<file path="config.mk">
export PLATFORM = sky130hd
export DESIGN_NAME = slot_target
export DESIGN_NICKNAME = d
export VERILOG_FILES = /design/src/verilog/slot_target_pkg.sv /design/src/verilog/slot_target.sv
export SDC_FILE = /design/constraint.sdc
export NUM_CORES = 1
export LEC_CHECK = 0
export BUFFER_PORTS_ARGS = -buffer_cell sky130_fd_sc_hd__buf_4
export CAP_MARGIN = 40
export CELL_PAD_IN_SITES_DETAIL_PLACEMENT = 0
export CELL_PAD_IN_SITES_GLOBAL_PLACEMENT = 1
export CORE_MARGIN = 8
export CORE_UTILIZATION = 33
export DETAILED_ROUTE_END_ITERATION = 16
export PLACE_DENSITY = 0.84
export SETUP_SLACK_MARGIN = 0.3
export SLEW_MARGIN = 20
export SYNTH_ARGS = -nofsm -noshare
export SYNTH_HDL_FRONTEND = slang
export SYNTH_SLANG_ARGS = --single-unit
</file>
<file path="constraint.sdc">
create_clock -name i_clk -period 2.04 [get_ports i_clk]
set_input_delay 0.408 -clock i_clk [delete_from_list [all_inputs] [get_ports i_clk]]
set_output_delay 0.408 -clock i_clk [all_outputs]
set_load 0.005 [all_outputs]
</file>
<file path="src/verilog/slot_target_pkg.sv">
// shared constants and carrier types for the local bus slot target
package slot_target_pkg;

  // address bus carries bits 31 down to 2
  localparam int ADDR_W = 30;

  // claim windows, held as word addresses (address bits 31..2)
  localparam logic [29:0] MEM_BASE  = 30'h0300_0000; // 64 MB window
  localparam logic [29:0] MEM_MASK  = 30'h3F00_0000;
  localparam logic [29:0] IO_BASE   = 30'h0000_0180; // ports 0x0600..
  localparam logic [29:0] IO_MASK   = 30'h0000_3FC0;
  localparam logic [29:0] PAL_BASE  = 30'h0000_01F0; // read-only claim
  localparam logic [29:0] PAL_MASK  = 30'h0000_3FFC;
  // interrupt-acknowledge and special-cycle range, 00..1F
  localparam logic [29:0] LOW_BASE  = 30'h0000_0000;
  localparam logic [29:0] LOW_MASK  = 30'h3FFF_FFF8;
  localparam logic [29:0] IOLO_MASK = 30'h0000_3FF8;

  // worst-case decode settling, in ns, and the clock period
  localparam int CLAIM_SETTLE_NS = 20;
  localparam int CLK_PERIOD_NS   = 5;
  localparam int CLAIM_SETTLE_CYC =
    (CLAIM_SETTLE_NS / CLK_PERIOD_NS) < 1 ? 1 :
    (CLAIM_SETTLE_NS / CLK_PERIOD_NS);

  // reset values of the shared pins: released and high
  localparam logic PIN_IDLE = 1'b1;
  localparam logic OE_OFF   = 1'b1;

  // target handshake states
  typedef enum logic [7:0] {
    ST_IDLE    = 8'h01,
    ST_FIRST   = 8'h02,
    ST_WAIT    = 8'h04,
    ST_SIZE    = 8'h08,
    ST_READY   = 8'h10,
    ST_BURST   = 8'h20,
    ST_BPULSE  = 8'h40,
    ST_RELEASE = 8'h80
  } tgt_state_e;

  // bus cycle status inputs
  typedef struct packed {
    logic [29:0] addr;
    logic        mem_io;
    logic        write_read;
    logic        cycle_start_strobe_n;
    logic        burst_last_n;
    logic        returned_ready_n;
  } bus_in_s;

  // one shared open-drain style pin: level and enable (low = driving)
  typedef struct packed {
    logic level;
    logic oe_n;
  } pin_s;

endpackage

</file>
<file path="src/verilog/slot_target.sv">
// local bus slot target: address claim and cycle termination handshake
//
// How it works
// controller or master drives the invalidate strobe; a target only watches.
// masters pulse invalidate with cycle start on memory cycles only.
// one request and one grant per slot; grant gives ownership.
// a pure target never drives its request line; pull-up keeps it high.
// claim is a combinational decode of address and memory/io status.
// memory decode starts at bit 31, io decode at bit 15.
// claim is push-pull, driven high whenever not addressed.
// read/write enters the decode only for the colour-table window.
// controller ANDs claims and samples them after decode time.
// controller samples claim during dma and io-bus master cycles.
// never claim io 0000-001F or memory 00000000-0000001F.
// single-cycle ready driven only by the claiming target, in its cycle.
// ready low at least one clock, driven high, then released.
// no ready in first T2 except high-speed writes.
// a 16-bit target asserts the size request; master splits the access.
// size request cache_invalidate_strobe_n ready by one clock, held until returned ready.
// burst ready pulses low exactly one clock per burst transfer.
// ready and burst ready together: burst ready is ignored.
// burst ready only in claimed bursts, never with cycle start.
// a target without bursts ends every cycle with single-cycle ready.
// slot interrupt request is active high and level triggered.
// the owner pulses cycle start low for exactly one clock.
// memory/io status is high for memory, low for io.
// controller returns ready to all slots to mark cycle completion.

`timescale 1ns/1ps

module slot_target
  import slot_target_pkg::*;
(
  input  wire logic        i_clk,
  input  wire logic        i_resetn,
  input  wire bus_in_s     i_bus,
  input  wire logic        i_high_speed_write,
  input  wire logic        i_half_width_mode,
  input  wire logic        i_burst_capable,
  input  wire logic        i_data_ready,
  input  wire logic        i_interrupt_level,
  output logic             o_target_claim_n,
  output pin_s             o_single_cycle_ready_n,
  output pin_s             o_half_width_request_n,
  output pin_s             o_burst_ready_n,
  output pin_s             o_slot_request_n,
  output logic             o_slot_interrupt_request,
  output logic             o_cycle_start,
  output logic             o_cycle_write,
  output logic             o_cycle_done
);

  // whole module state, registered in one place
  typedef struct packed {
    tgt_state_e state;
    logic       is_write;
    logic       is_burst;
    logic       is_half;
    pin_s       rdy;
    pin_s       hw;
    pin_s       burst_ready_n;
    logic       irq;
    logic       start;
    logic       done;
  } tgt_s;

  tgt_s state_reg;
  tgt_s state_next;
  logic claim_hit;
  logic mem_hit;
  logic io_hit;
  logic pal_hit;
  logic low_hit;

  // masked compare used by every decode window
  function automatic logic win_match(input logic [29:0] a,
                                     input logic [29:0] base,
                                     input logic [29:0] mask);
    win_match = ((a & mask) == (base & mask));
  endfunction

  // claim decode: purely combinational so the controller can sample it
  // within the settle time; latching it on the strobe would be too late
  always_comb begin
    mem_hit = i_bus.mem_io &&
              win_match(i_bus.addr, MEM_BASE, MEM_MASK);
    io_hit  = !i_bus.mem_io &&
              win_match(i_bus.addr, IO_BASE, IO_MASK);
    pal_hit = !i_bus.mem_io && !i_bus.write_read &&
              win_match(i_bus.addr, PAL_BASE, PAL_MASK);
    // low range blocks acknowledge and special cycles, so data/code
    // status need not enter the decode at all
    low_hit = i_bus.mem_io ?
              win_match(i_bus.addr, LOW_BASE, LOW_MASK) :
              win_match(i_bus.addr, LOW_BASE, IOLO_MASK);
    claim_hit = (mem_hit || io_hit || pal_hit) && !low_hit;
  end

  // push-pull claim: always driven, high when not addressed
  assign o_target_claim_n = !claim_hit;

  // next-state logic
  always_comb begin
    state_next       = state_reg;
    state_next.start = 1'b0;
    state_next.done  = 1'b0;
    state_next.irq   = i_interrupt_level;
    case (state_reg.state)
      ST_IDLE: begin
        state_next.rdy  = '{level: PIN_IDLE, oe_n: OE_OFF};
        state_next.hw   = '{level: PIN_IDLE, oe_n: OE_OFF};
        state_next.burst_ready_n = '{level: PIN_IDLE, oe_n: OE_OFF};
        // take only cycles we claim; others are left alone
        if (!i_bus.cycle_start_strobe_n && claim_hit) begin
          state_next.start    = 1'b1;
          state_next.is_write = i_bus.write_read;
          state_next.is_half  = i_half_width_mode;
          // bursts only for full-width capable targets
          state_next.is_burst = i_burst_capable && !i_half_width_mode &&
                                i_bus.burst_last_n;
          if (i_bus.write_read && i_high_speed_write) begin
            state_next.state    = ST_WAIT;
            state_next.rdy.oe_n = 1'b0;
            state_next.hw.oe_n  = !i_half_width_mode;
            state_next.burst_ready_n.oe_n = !(i_burst_capable &&
                                     !i_half_width_mode &&
                                     i_bus.burst_last_n);
          end else begin
            // first T2 belongs to the cache controller
            state_next.state = ST_FIRST;
          end
        end
      end
      ST_FIRST: begin
        state_next.state     = ST_WAIT;
        state_next.rdy.oe_n  = 1'b0;
        state_next.hw.oe_n   = !state_reg.is_half;
        state_next.burst_ready_n.oe_n = !state_reg.is_burst;
      end
      ST_WAIT: begin
        if (i_data_ready) begin
          if (state_reg.is_half) begin
            // size request cache_invalidate_strobe_n single-cycle ready by one clock
            state_next.state    = ST_SIZE;
            state_next.hw.level = 1'b0;
          end else if (state_reg.is_burst) begin
            state_next.state      = ST_BPULSE;
            state_next.burst_ready_n.level = 1'b0;
          end else begin
            state_next.state     = ST_READY;
            state_next.rdy.level = 1'b0;
          end
        end
      end
      ST_SIZE: begin
        state_next.state     = ST_READY;
        state_next.rdy.level = 1'b0;
      end
      ST_READY: begin
        // hold both lines until returned ready is seen low
        if (!i_bus.returned_ready_n) begin
          state_next.state     = ST_RELEASE;
          state_next.rdy.level = PIN_IDLE;
          state_next.hw.level  = PIN_IDLE;
          state_next.done      = 1'b1;
        end
      end
      ST_BPULSE: begin
        // exactly one clock low, then high between transfers
        state_next.burst_ready_n.level = PIN_IDLE;
        if (!i_bus.burst_last_n) begin
          state_next.state = ST_RELEASE;
          state_next.done  = 1'b1;
        end else begin
          state_next.state = ST_BURST;
        end
      end
      ST_BURST: begin
        if (i_data_ready) begin
          state_next.state      = ST_BPULSE;
          state_next.burst_ready_n.level = 1'b0;
        end
      end
      ST_RELEASE: begin
        // lines were driven high last clock; now let the pull-ups hold
        state_next.state = ST_IDLE;
        state_next.rdy   = '{level: PIN_IDLE, oe_n: OE_OFF};
        state_next.hw    = '{level: PIN_IDLE, oe_n: OE_OFF};
        state_next.burst_ready_n  = '{level: PIN_IDLE, oe_n: OE_OFF};
      end
      default: begin
        state_next.state = ST_IDLE;
        state_next.rdy   = '{level: PIN_IDLE, oe_n: OE_OFF};
        state_next.hw    = '{level: PIN_IDLE, oe_n: OE_OFF};
        state_next.burst_ready_n  = '{level: PIN_IDLE, oe_n: OE_OFF};
      end
    endcase
  end

  // single state register, synchronous active-low reset
  always_ff @(posedge i_clk) begin
    if (!i_resetn) begin
      state_reg.state    <= ST_IDLE;
      state_reg.is_write <= 1'b0;
      state_reg.is_burst <= 1'b0;
      state_reg.is_half  <= 1'b0;
      state_reg.rdy      <= '{level: PIN_IDLE, oe_n: OE_OFF};
      state_reg.hw       <= '{level: PIN_IDLE, oe_n: OE_OFF};
      state_reg.burst_ready_n     <= '{level: PIN_IDLE, oe_n: OE_OFF};
      state_reg.irq      <= 1'b0;
      state_reg.start    <= 1'b0;
      state_reg.done     <= 1'b0;
    end else begin
      state_reg <= state_next;
    end
  end

  // pins straight from the state register
  assign o_single_cycle_ready_n   = state_reg.rdy;
  assign o_half_width_request_n   = state_reg.hw;
  assign o_burst_ready_n          = state_reg.burst_ready_n;
  // never a master: request stays released, pull-up reads it inactive
  assign o_slot_request_n = '{level: PIN_IDLE, oe_n: OE_OFF};
  assign o_slot_interrupt_request = state_reg.irq;
  assign o_cycle_start            = state_reg.start;
  assign o_cycle_write            = state_reg.is_write;
  assign o_cycle_done             = state_reg.done;
endmodule

</file>
==> results of run 1 <==
-- power groups by stage --
stage	sequential (mW)	combinational, mW	clock, mW
after floorplan	0.410	0.0694	0
after global placement	0.411	0.146	0
after detailed placement	0.412	0.149	0
after CTS	0.403	0.153	0.269
after global routing	0.404	0.183	0.278
final	0.403	0.169	0.261
-- what timing repair did --
item,in CTS,in global routing
pin swaps,6,7
gates resized for setup,5,16
endpoints found under the setup margin,9,18
endpoints found under the hold margin,0,0
setup buffers,0,1
-- per-stage QoR --
step           TNS (ps)  utilization (%)  total power [mW]  hold slack (ps)  instances
2_1_floorplan         0                -             0.480              438        152
3_3_place_gp      -9.82             43.5             0.557              450        236
3_5_place_dp      -74.5             43.5             0.561              462        236
4_1_cts               0             45.1             0.825              350        239
5_1_grt               0             46.8             0.865              349        240
6_report              0             46.8             0.833              352        240
-- routing by layer --
metal | vias to the layer above | GRT usage, %
li1 | 634 | -
met1 | 604 | 12.3
met2 | 55 | 20.3
met3 | 4 | 3.50
met4 | 0 | 5.66
met5 | - | 0
-- worst paths after layout --
path	depth (start not counted)	end	start	slack, ps
min	2	o_slot_interrupt_request$_SDFF_PN0_	i_interrupt_level	350
max	5	o_target_claim_n	i_bus[32]	190
max reg2reg	6	state_reg[12]$_SDFFE_PN1P_	state_reg[14]$_SDFFE_PN0P_	360
min reg2reg	2	o_cycle_write$_SDFFE_PN0P_	o_cycle_write$_SDFFE_PN0P_	470
-- cell type report --
| type | instances | area, um^2 | area share, % |
|---|---|---|---|
| well taps | 48 | 60.1 | 3.53 |
| repair buffers | 51 | 394 | 23.2 |
| clock buffers | 3 | 41.3 | 2.43 |
| multi-input cells | 113 | 782 | 46.0 |
| flip-flops and latches | 20 | 404 | 23.8 |
| inverters | 5 | 18.8 | 1.10 |
-- worst max-delay path: stages --
cell     delay, ps
buf_6           90
or4b_4         560
nor3_2         170
a31oi_1         60
buf_4          170
-- placed cells by master, fill, tap and decap left out, types with 3 or more instances in the layout --
cell      Yosys  final
a21oi_1       4      4
a31oi_1       3      3
and3_1        3      3
buf_4         8     48
buf_6         1      3
clkbuf_8      0      3
dfxtp_1      20     17
dfxtp_2       0      3
inv_1         5      5
nand2_1       9      9
nand3_1      11      8
nand3_2       0      3
nor2_1       10     10
nor2b_1       4      4
nor3_1        6      5
nor4_1        4      3
o21ai_0      14     10
o21ai_2       0      4
xor2_1        4      4
-- kinds of logic after synthesis --
family	after synthesis
DFF	20
and+or+nand+nor	70
buffers and inverters	19
AOI/OAI and AO/OA	37
other	1
xor gates and xnor gates	4
==> results.toml, run 1 <==
[floorplanning]
dieArea_mm2 = 0.00594
io_pins = 55
fp.dieH_um = 77.1
initial_core_util_pct = 33.9
rows = 22
die_w_um = 77.1
coreArea_mm2 = 0.00363

[timing]
rsz0062_at_grt = "yes"
setup_viol = 0
drv_slew = 0
fin_worst_skew_ps = 1.49
fin_crit_sh_pct = 90.6
fmax_mhz = 541
layout_setup_ws_ps = 191
finalCriticalPeriod_ps = 1850
hold_violations = 0

[clock_network]
ctsHoldBuffers = 0
cts_tree = "done"
cts.clk_slew.worst_paths_ps = 70
cts_root_buf = "clkbuf_8"
cts_max_path_buffers = 2
h-tree-depth = 1
numCtsBuffers = 3
cts_num_sinks = 20
clock_latency_ps = 260

[logic_synthesis]
synth_area_per_cell_um2 = 8.15
ys_seq_elements = 20
synth-xor-area-share_pct = 2.85
synth.most_common_cell = "dfxtp_1"
synth_top_family_by_area = "simple AND/OR/NAND/NOR gates"
synth_seq_area_share_pct = 32.5
synth_ff_type = "dfxtp_1"
async_flop_share_pct = 0
ys_top_cells_by_area = "dfxtp_1 (33%), o21ai_0 (5.7%), buf_4 (4.9%), nand3_1 (4.5%), nor2_1 (3.0%)"
synth_edf_count = 0
synthMuxAreaShare_pct = 0
synth_top_area_cell = "dfxtp_1"
synthTopCellsByCount = "dfxtp_1 (20), o21ai_0 (14), nand3_1 (11), nor2_1 (10), nand2_1 (9)"
synth_cell_types = 45
synth_area_mm2 = 0.00123
syn_inst = 151
synth_top_area_share_pct = 32.5
yosys.area_share.adder_pct = 0
synth-simple-area-share_pct = 34.2
yosysWarnings = 0
synth_compound_area_share_pct = 21.1

[place]
place_congestion = 0.868
place_ws_ps = -41.1
place_hpwl_um = 2820
port_buffers = 40
placed_cell_area_mm2 = 0.00158

[routing]
viasPerCell = 5.40
met3WireLength_um = 306
wl_per_cell_um = 14.9
wl_met1_um = 1420
num_vias = 1297
dr.pass1.iters = 4
highest_layer = "met4"
ant_nets = 0
wl_met2_um = 1780
routed_wl_um = 3570
drt_iter0_drc = 126
drc = 0

[pwr]
power-per-cell-area_mw_per_mm2 = 490
power_frac_comb_pct = 20.3
sw_frac_of_total_pct = 25.7
clkPwrFrac_pct = 31.3
seq_power_share_pct = 48.4
ir_worst_vdd_v = 0.000203
p_switching_mw = 0.214
p_int_mw = 0.619
leakage_nw = 0.713

[grt]
grt_overflow_total = 0
grt_pass1_vias = 1318
grt_max_degree = 12
grt_pass1_wl_um = 5850
antenna_found_initial = 0
grt.total_usage_pct = 11.6

[final_layout]
final_area_mm2 = 0.00170
fin_nets = 236
syn_to_final_growth_pct = 38.1
diodes = 0
largest_reg_flops = 10
fillCellCount = 374
drive_gt1_share_pct = 38.5

[critical_path]
crit_required_ps = 1630
arrival_ps = 1440
cp_max_fo = 2
path_class = "in2out"
critPathLaunchType = "input port"
end_kind = "output port"

[min_path]
hold_path_class = "in2reg"

[run_status]
status = "completed"

[job]
timing.max_cap.violations = 0
Power figures use the tool's default switching activity.
==> inputs of run 2 (changes only) <==
ABC_AREA = 1   (was unset)
CORE_UTILIZATION = 31   (was 33)
REMOVE_ABC_BUFFERS = 1   (was unset)
==> run 2 against run 1 <==
Net effect:
- core utilization shrank 6.7 points
- total power grew 29%
- clock power grew 2%
- highest routed layer unchanged
- clock skew grew 3.1 ps
- non-clock buffer count shrank 11
- first-iteration DRC count shrank 42%
==> results.toml, run 2 <==
[logic_synthesis]
synth_cell_types = 24
synth.most_common_cell = "nand2_1"
synth_ff_type = "dfxtp_1"
synthTopCellsByCount = "nand2_1 (38), nor2_1 (24), inv_1 (23), dfxtp_1 (20), nand3_1 (15)"
ys_seq_elements = 20
syn_inst = 184
ys_top_cells_by_area = "dfxtp_1 (33%), nand2_1 (12%), nor2_1 (7.4%), inv_1 (7.1%), nand3_1 (6.1%)"
synth_top_area_share_pct = 32.8
synth_seq_area_share_pct = 32.8
synth_area_mm2 = 0.00122
async_flop_share_pct = 0
synth_top_area_cell = "dfxtp_1"
yosysWarnings = 0
synth_edf_count = 0
synth_area_per_cell_um2 = 6.64

[timing]
whs_ps = 324
fmax_mhz = 662
setup_viol = 0
rsz0062_at_grt = "no"
hold_violations = 0
drv_slew = 0
finalCriticalPeriod_ps = 1510
fin_crit_sh_pct = 74.1
setup_tns_ps = 0
fin_worst_skew_ps = 4.60
layout_setup_ws_ps = 529

[critical_path]
end_kind = "output port"
cp_max_fo = 4
cpMostUsedCell = "buf_4"
rr_startpoint = "state_reg[14]$_SDFFE_PN0P_"
regToRegEndpoint = "o_single_cycle_ready_n[0]$_SDFFE_PN1N_"
crit_required_ps = 1630
slowest_stage = "nor3_1"
cp_top_family = "simple AND/OR/NAND/NOR gates"
arrival_ps = 1100
path_class = "in2out"
rrSetupSlack_ps = 650
reg2regPathDepth = 8
critPathLaunchType = "input port"
critical_path_buf_inv_count = 3
cp_cell_sequence = "buf_4 -> nor3_1 -> nand3_1 -> nand2_2 -> inv_1 -> buf_4"
max_stage_delay_ps = 180

[clock_network]
postCtsSetupBuffers = 0
clock_latency_ps = 260
cts_root_buf = "clkbuf_8"
cts_num_sinks = 20
cts_tree = "done"
cts_resized = 0
cts_max_path_buffers = 2
ctsHoldBuffers = 0
h-tree-depth = 1
numCtsBuffers = 3
cts.clk_slew.worst_paths_ps = 70

[routing]
routed_wl_um = 2930
dr.pass1.iters = 4
viasPerCell = 4.38
drc = 0
num_vias = 1178
ant_nets = 0
wl_per_cell_um = 10.9
drt_iter0_drc = 73

[grt]
grt_pass1_wl_um = 5040
grt_overflow_total = 0
grt_max_degree = 11
grt.total_usage_pct = 9.82
grt_pass1_vias = 1196
antenna_found_initial = 0

[min_path]
min-delay-start = "i_interrupt_level"
whs_endpoint = "o_slot_interrupt_request$_SDFF_PN0_"
whs_path_depth = 3
hold_path_class = "in2reg"

[floorplanning]
rows = 23
die_w_um = 78.8
io_pins = 55
initial_core_util_pct = 31.4
dieArea_mm2 = 0.00620
fp.dieH_um = 78.8
coreArea_mm2 = 0.00388

[pwr]
ir_worst_vdd_v = 0.000400
power-per-cell-area_mw_per_mm2 = 690
power_mw = 1.07
leakage_nw = 0.790

[final_layout]
final_common_cell = "buf_4"
syn_to_final_growth_pct = 27.6
diodes = 0
fin_nets = 263
final_cell_mix = "buf_4 (40), nand2_1 (38), nor2_1 (24)"
layoutNonFillerInstCount = 269
drive_gt1_share_pct = 31.5
largest_reg_flops = 10

[place]
port_buffers = 40
place_hpwl_um = 2440
place_ws_ps = 492
place_inst = 266
place_congestion = 0.826

[job]
timing.max_cap.violations = 0

[run_status]
status = "completed"
-- run 2: cell types whose count changed after synthesis, sizes merged, moves of 4 or more --
cell and change:
clkbuf -4, inv +23, nand2 +37, nand3 +7, nor2 +23, nor2b -4
nor4 -5, o21ai -7, xor2 -4
-- run 2: layout make-up --
cell class,instances,area [um^2]
tap,50,62.6
clock buffer,3,41.3
fill,434,2330
multi-input combinational,127,644
timing repair buffer,40,300
inverter,29,109
sequential,20,400
-- run 2: layer usage --
| metal | routed length, um | vias up | track usage (%) |
|---|---|---|---|
| met3 | 159 | 5 | 3.16 |
| met2 | 1300 | 27 | 16.1 |
| met1 | 1430 | 506 | 11.9 |
| met4 | 38 | 0 | 3.33 |
| met5 | 0 | - | 0 |
| li1 | - | 640 | - |
-- run 2: worst max-delay path by stage --
stage                          from                              end  slack, ps  depth (start not counted)
final                     i_bus[31]                 o_target_claim_n        530                          6
after CTS                  i_bus[3]                 o_target_claim_n        510                          8
after detailed placement   i_bus[3]  o_burst_ready_n[0]$_SDFFE_PN1N_        490                          9
after global routing      i_bus[17]                 o_target_claim_n        420                          8
after global placement     i_bus[3]  o_burst_ready_n[0]$_SDFFE_PN1N_        500                          9
after floorplan           i_bus[17]  o_burst_ready_n[0]$_SDFFE_PN1N_        760                          8
-- run 2: cells by family after synthesis --
logic type             after synthesis  share of synthesized area, %
DFF                                 20                          32.8
other                                1                         0.307
buffers and inverters               38                          14.8
AOI/OAI and AO/OA                   17                          7.68
and+or+nand+nor                    108                          44.5
-- run 2: power by group --
part           internal [mW]  total (mW)  switching [mW]
Combinational          0.155       0.366           0.211
Clock                  0.132       0.265           0.133
Sequential             0.424       0.443          0.0189
-- run 2: stage by stage --
step / instance area (um^2) / utilization, %
6_report: 1560 / 40.1
2_1_floorplan: 1150 / -
5_1_grt: 1560 / 40.1
3_3_place_gp: 1520 / 39.0
4_1_cts: 1560 / 40.1
3_5_place_dp: 1520 / 39.0
-- run 2: worst reg2reg max path, stage by stage, from the launching register on --
cell	delay, ps
dfxtp_1	320
nor2_1	180
nand2_1	90
inv_2	100
nand3_1	130
nand3_1	170
nor2_2	70
a21oi_2	140
nand3_1	80
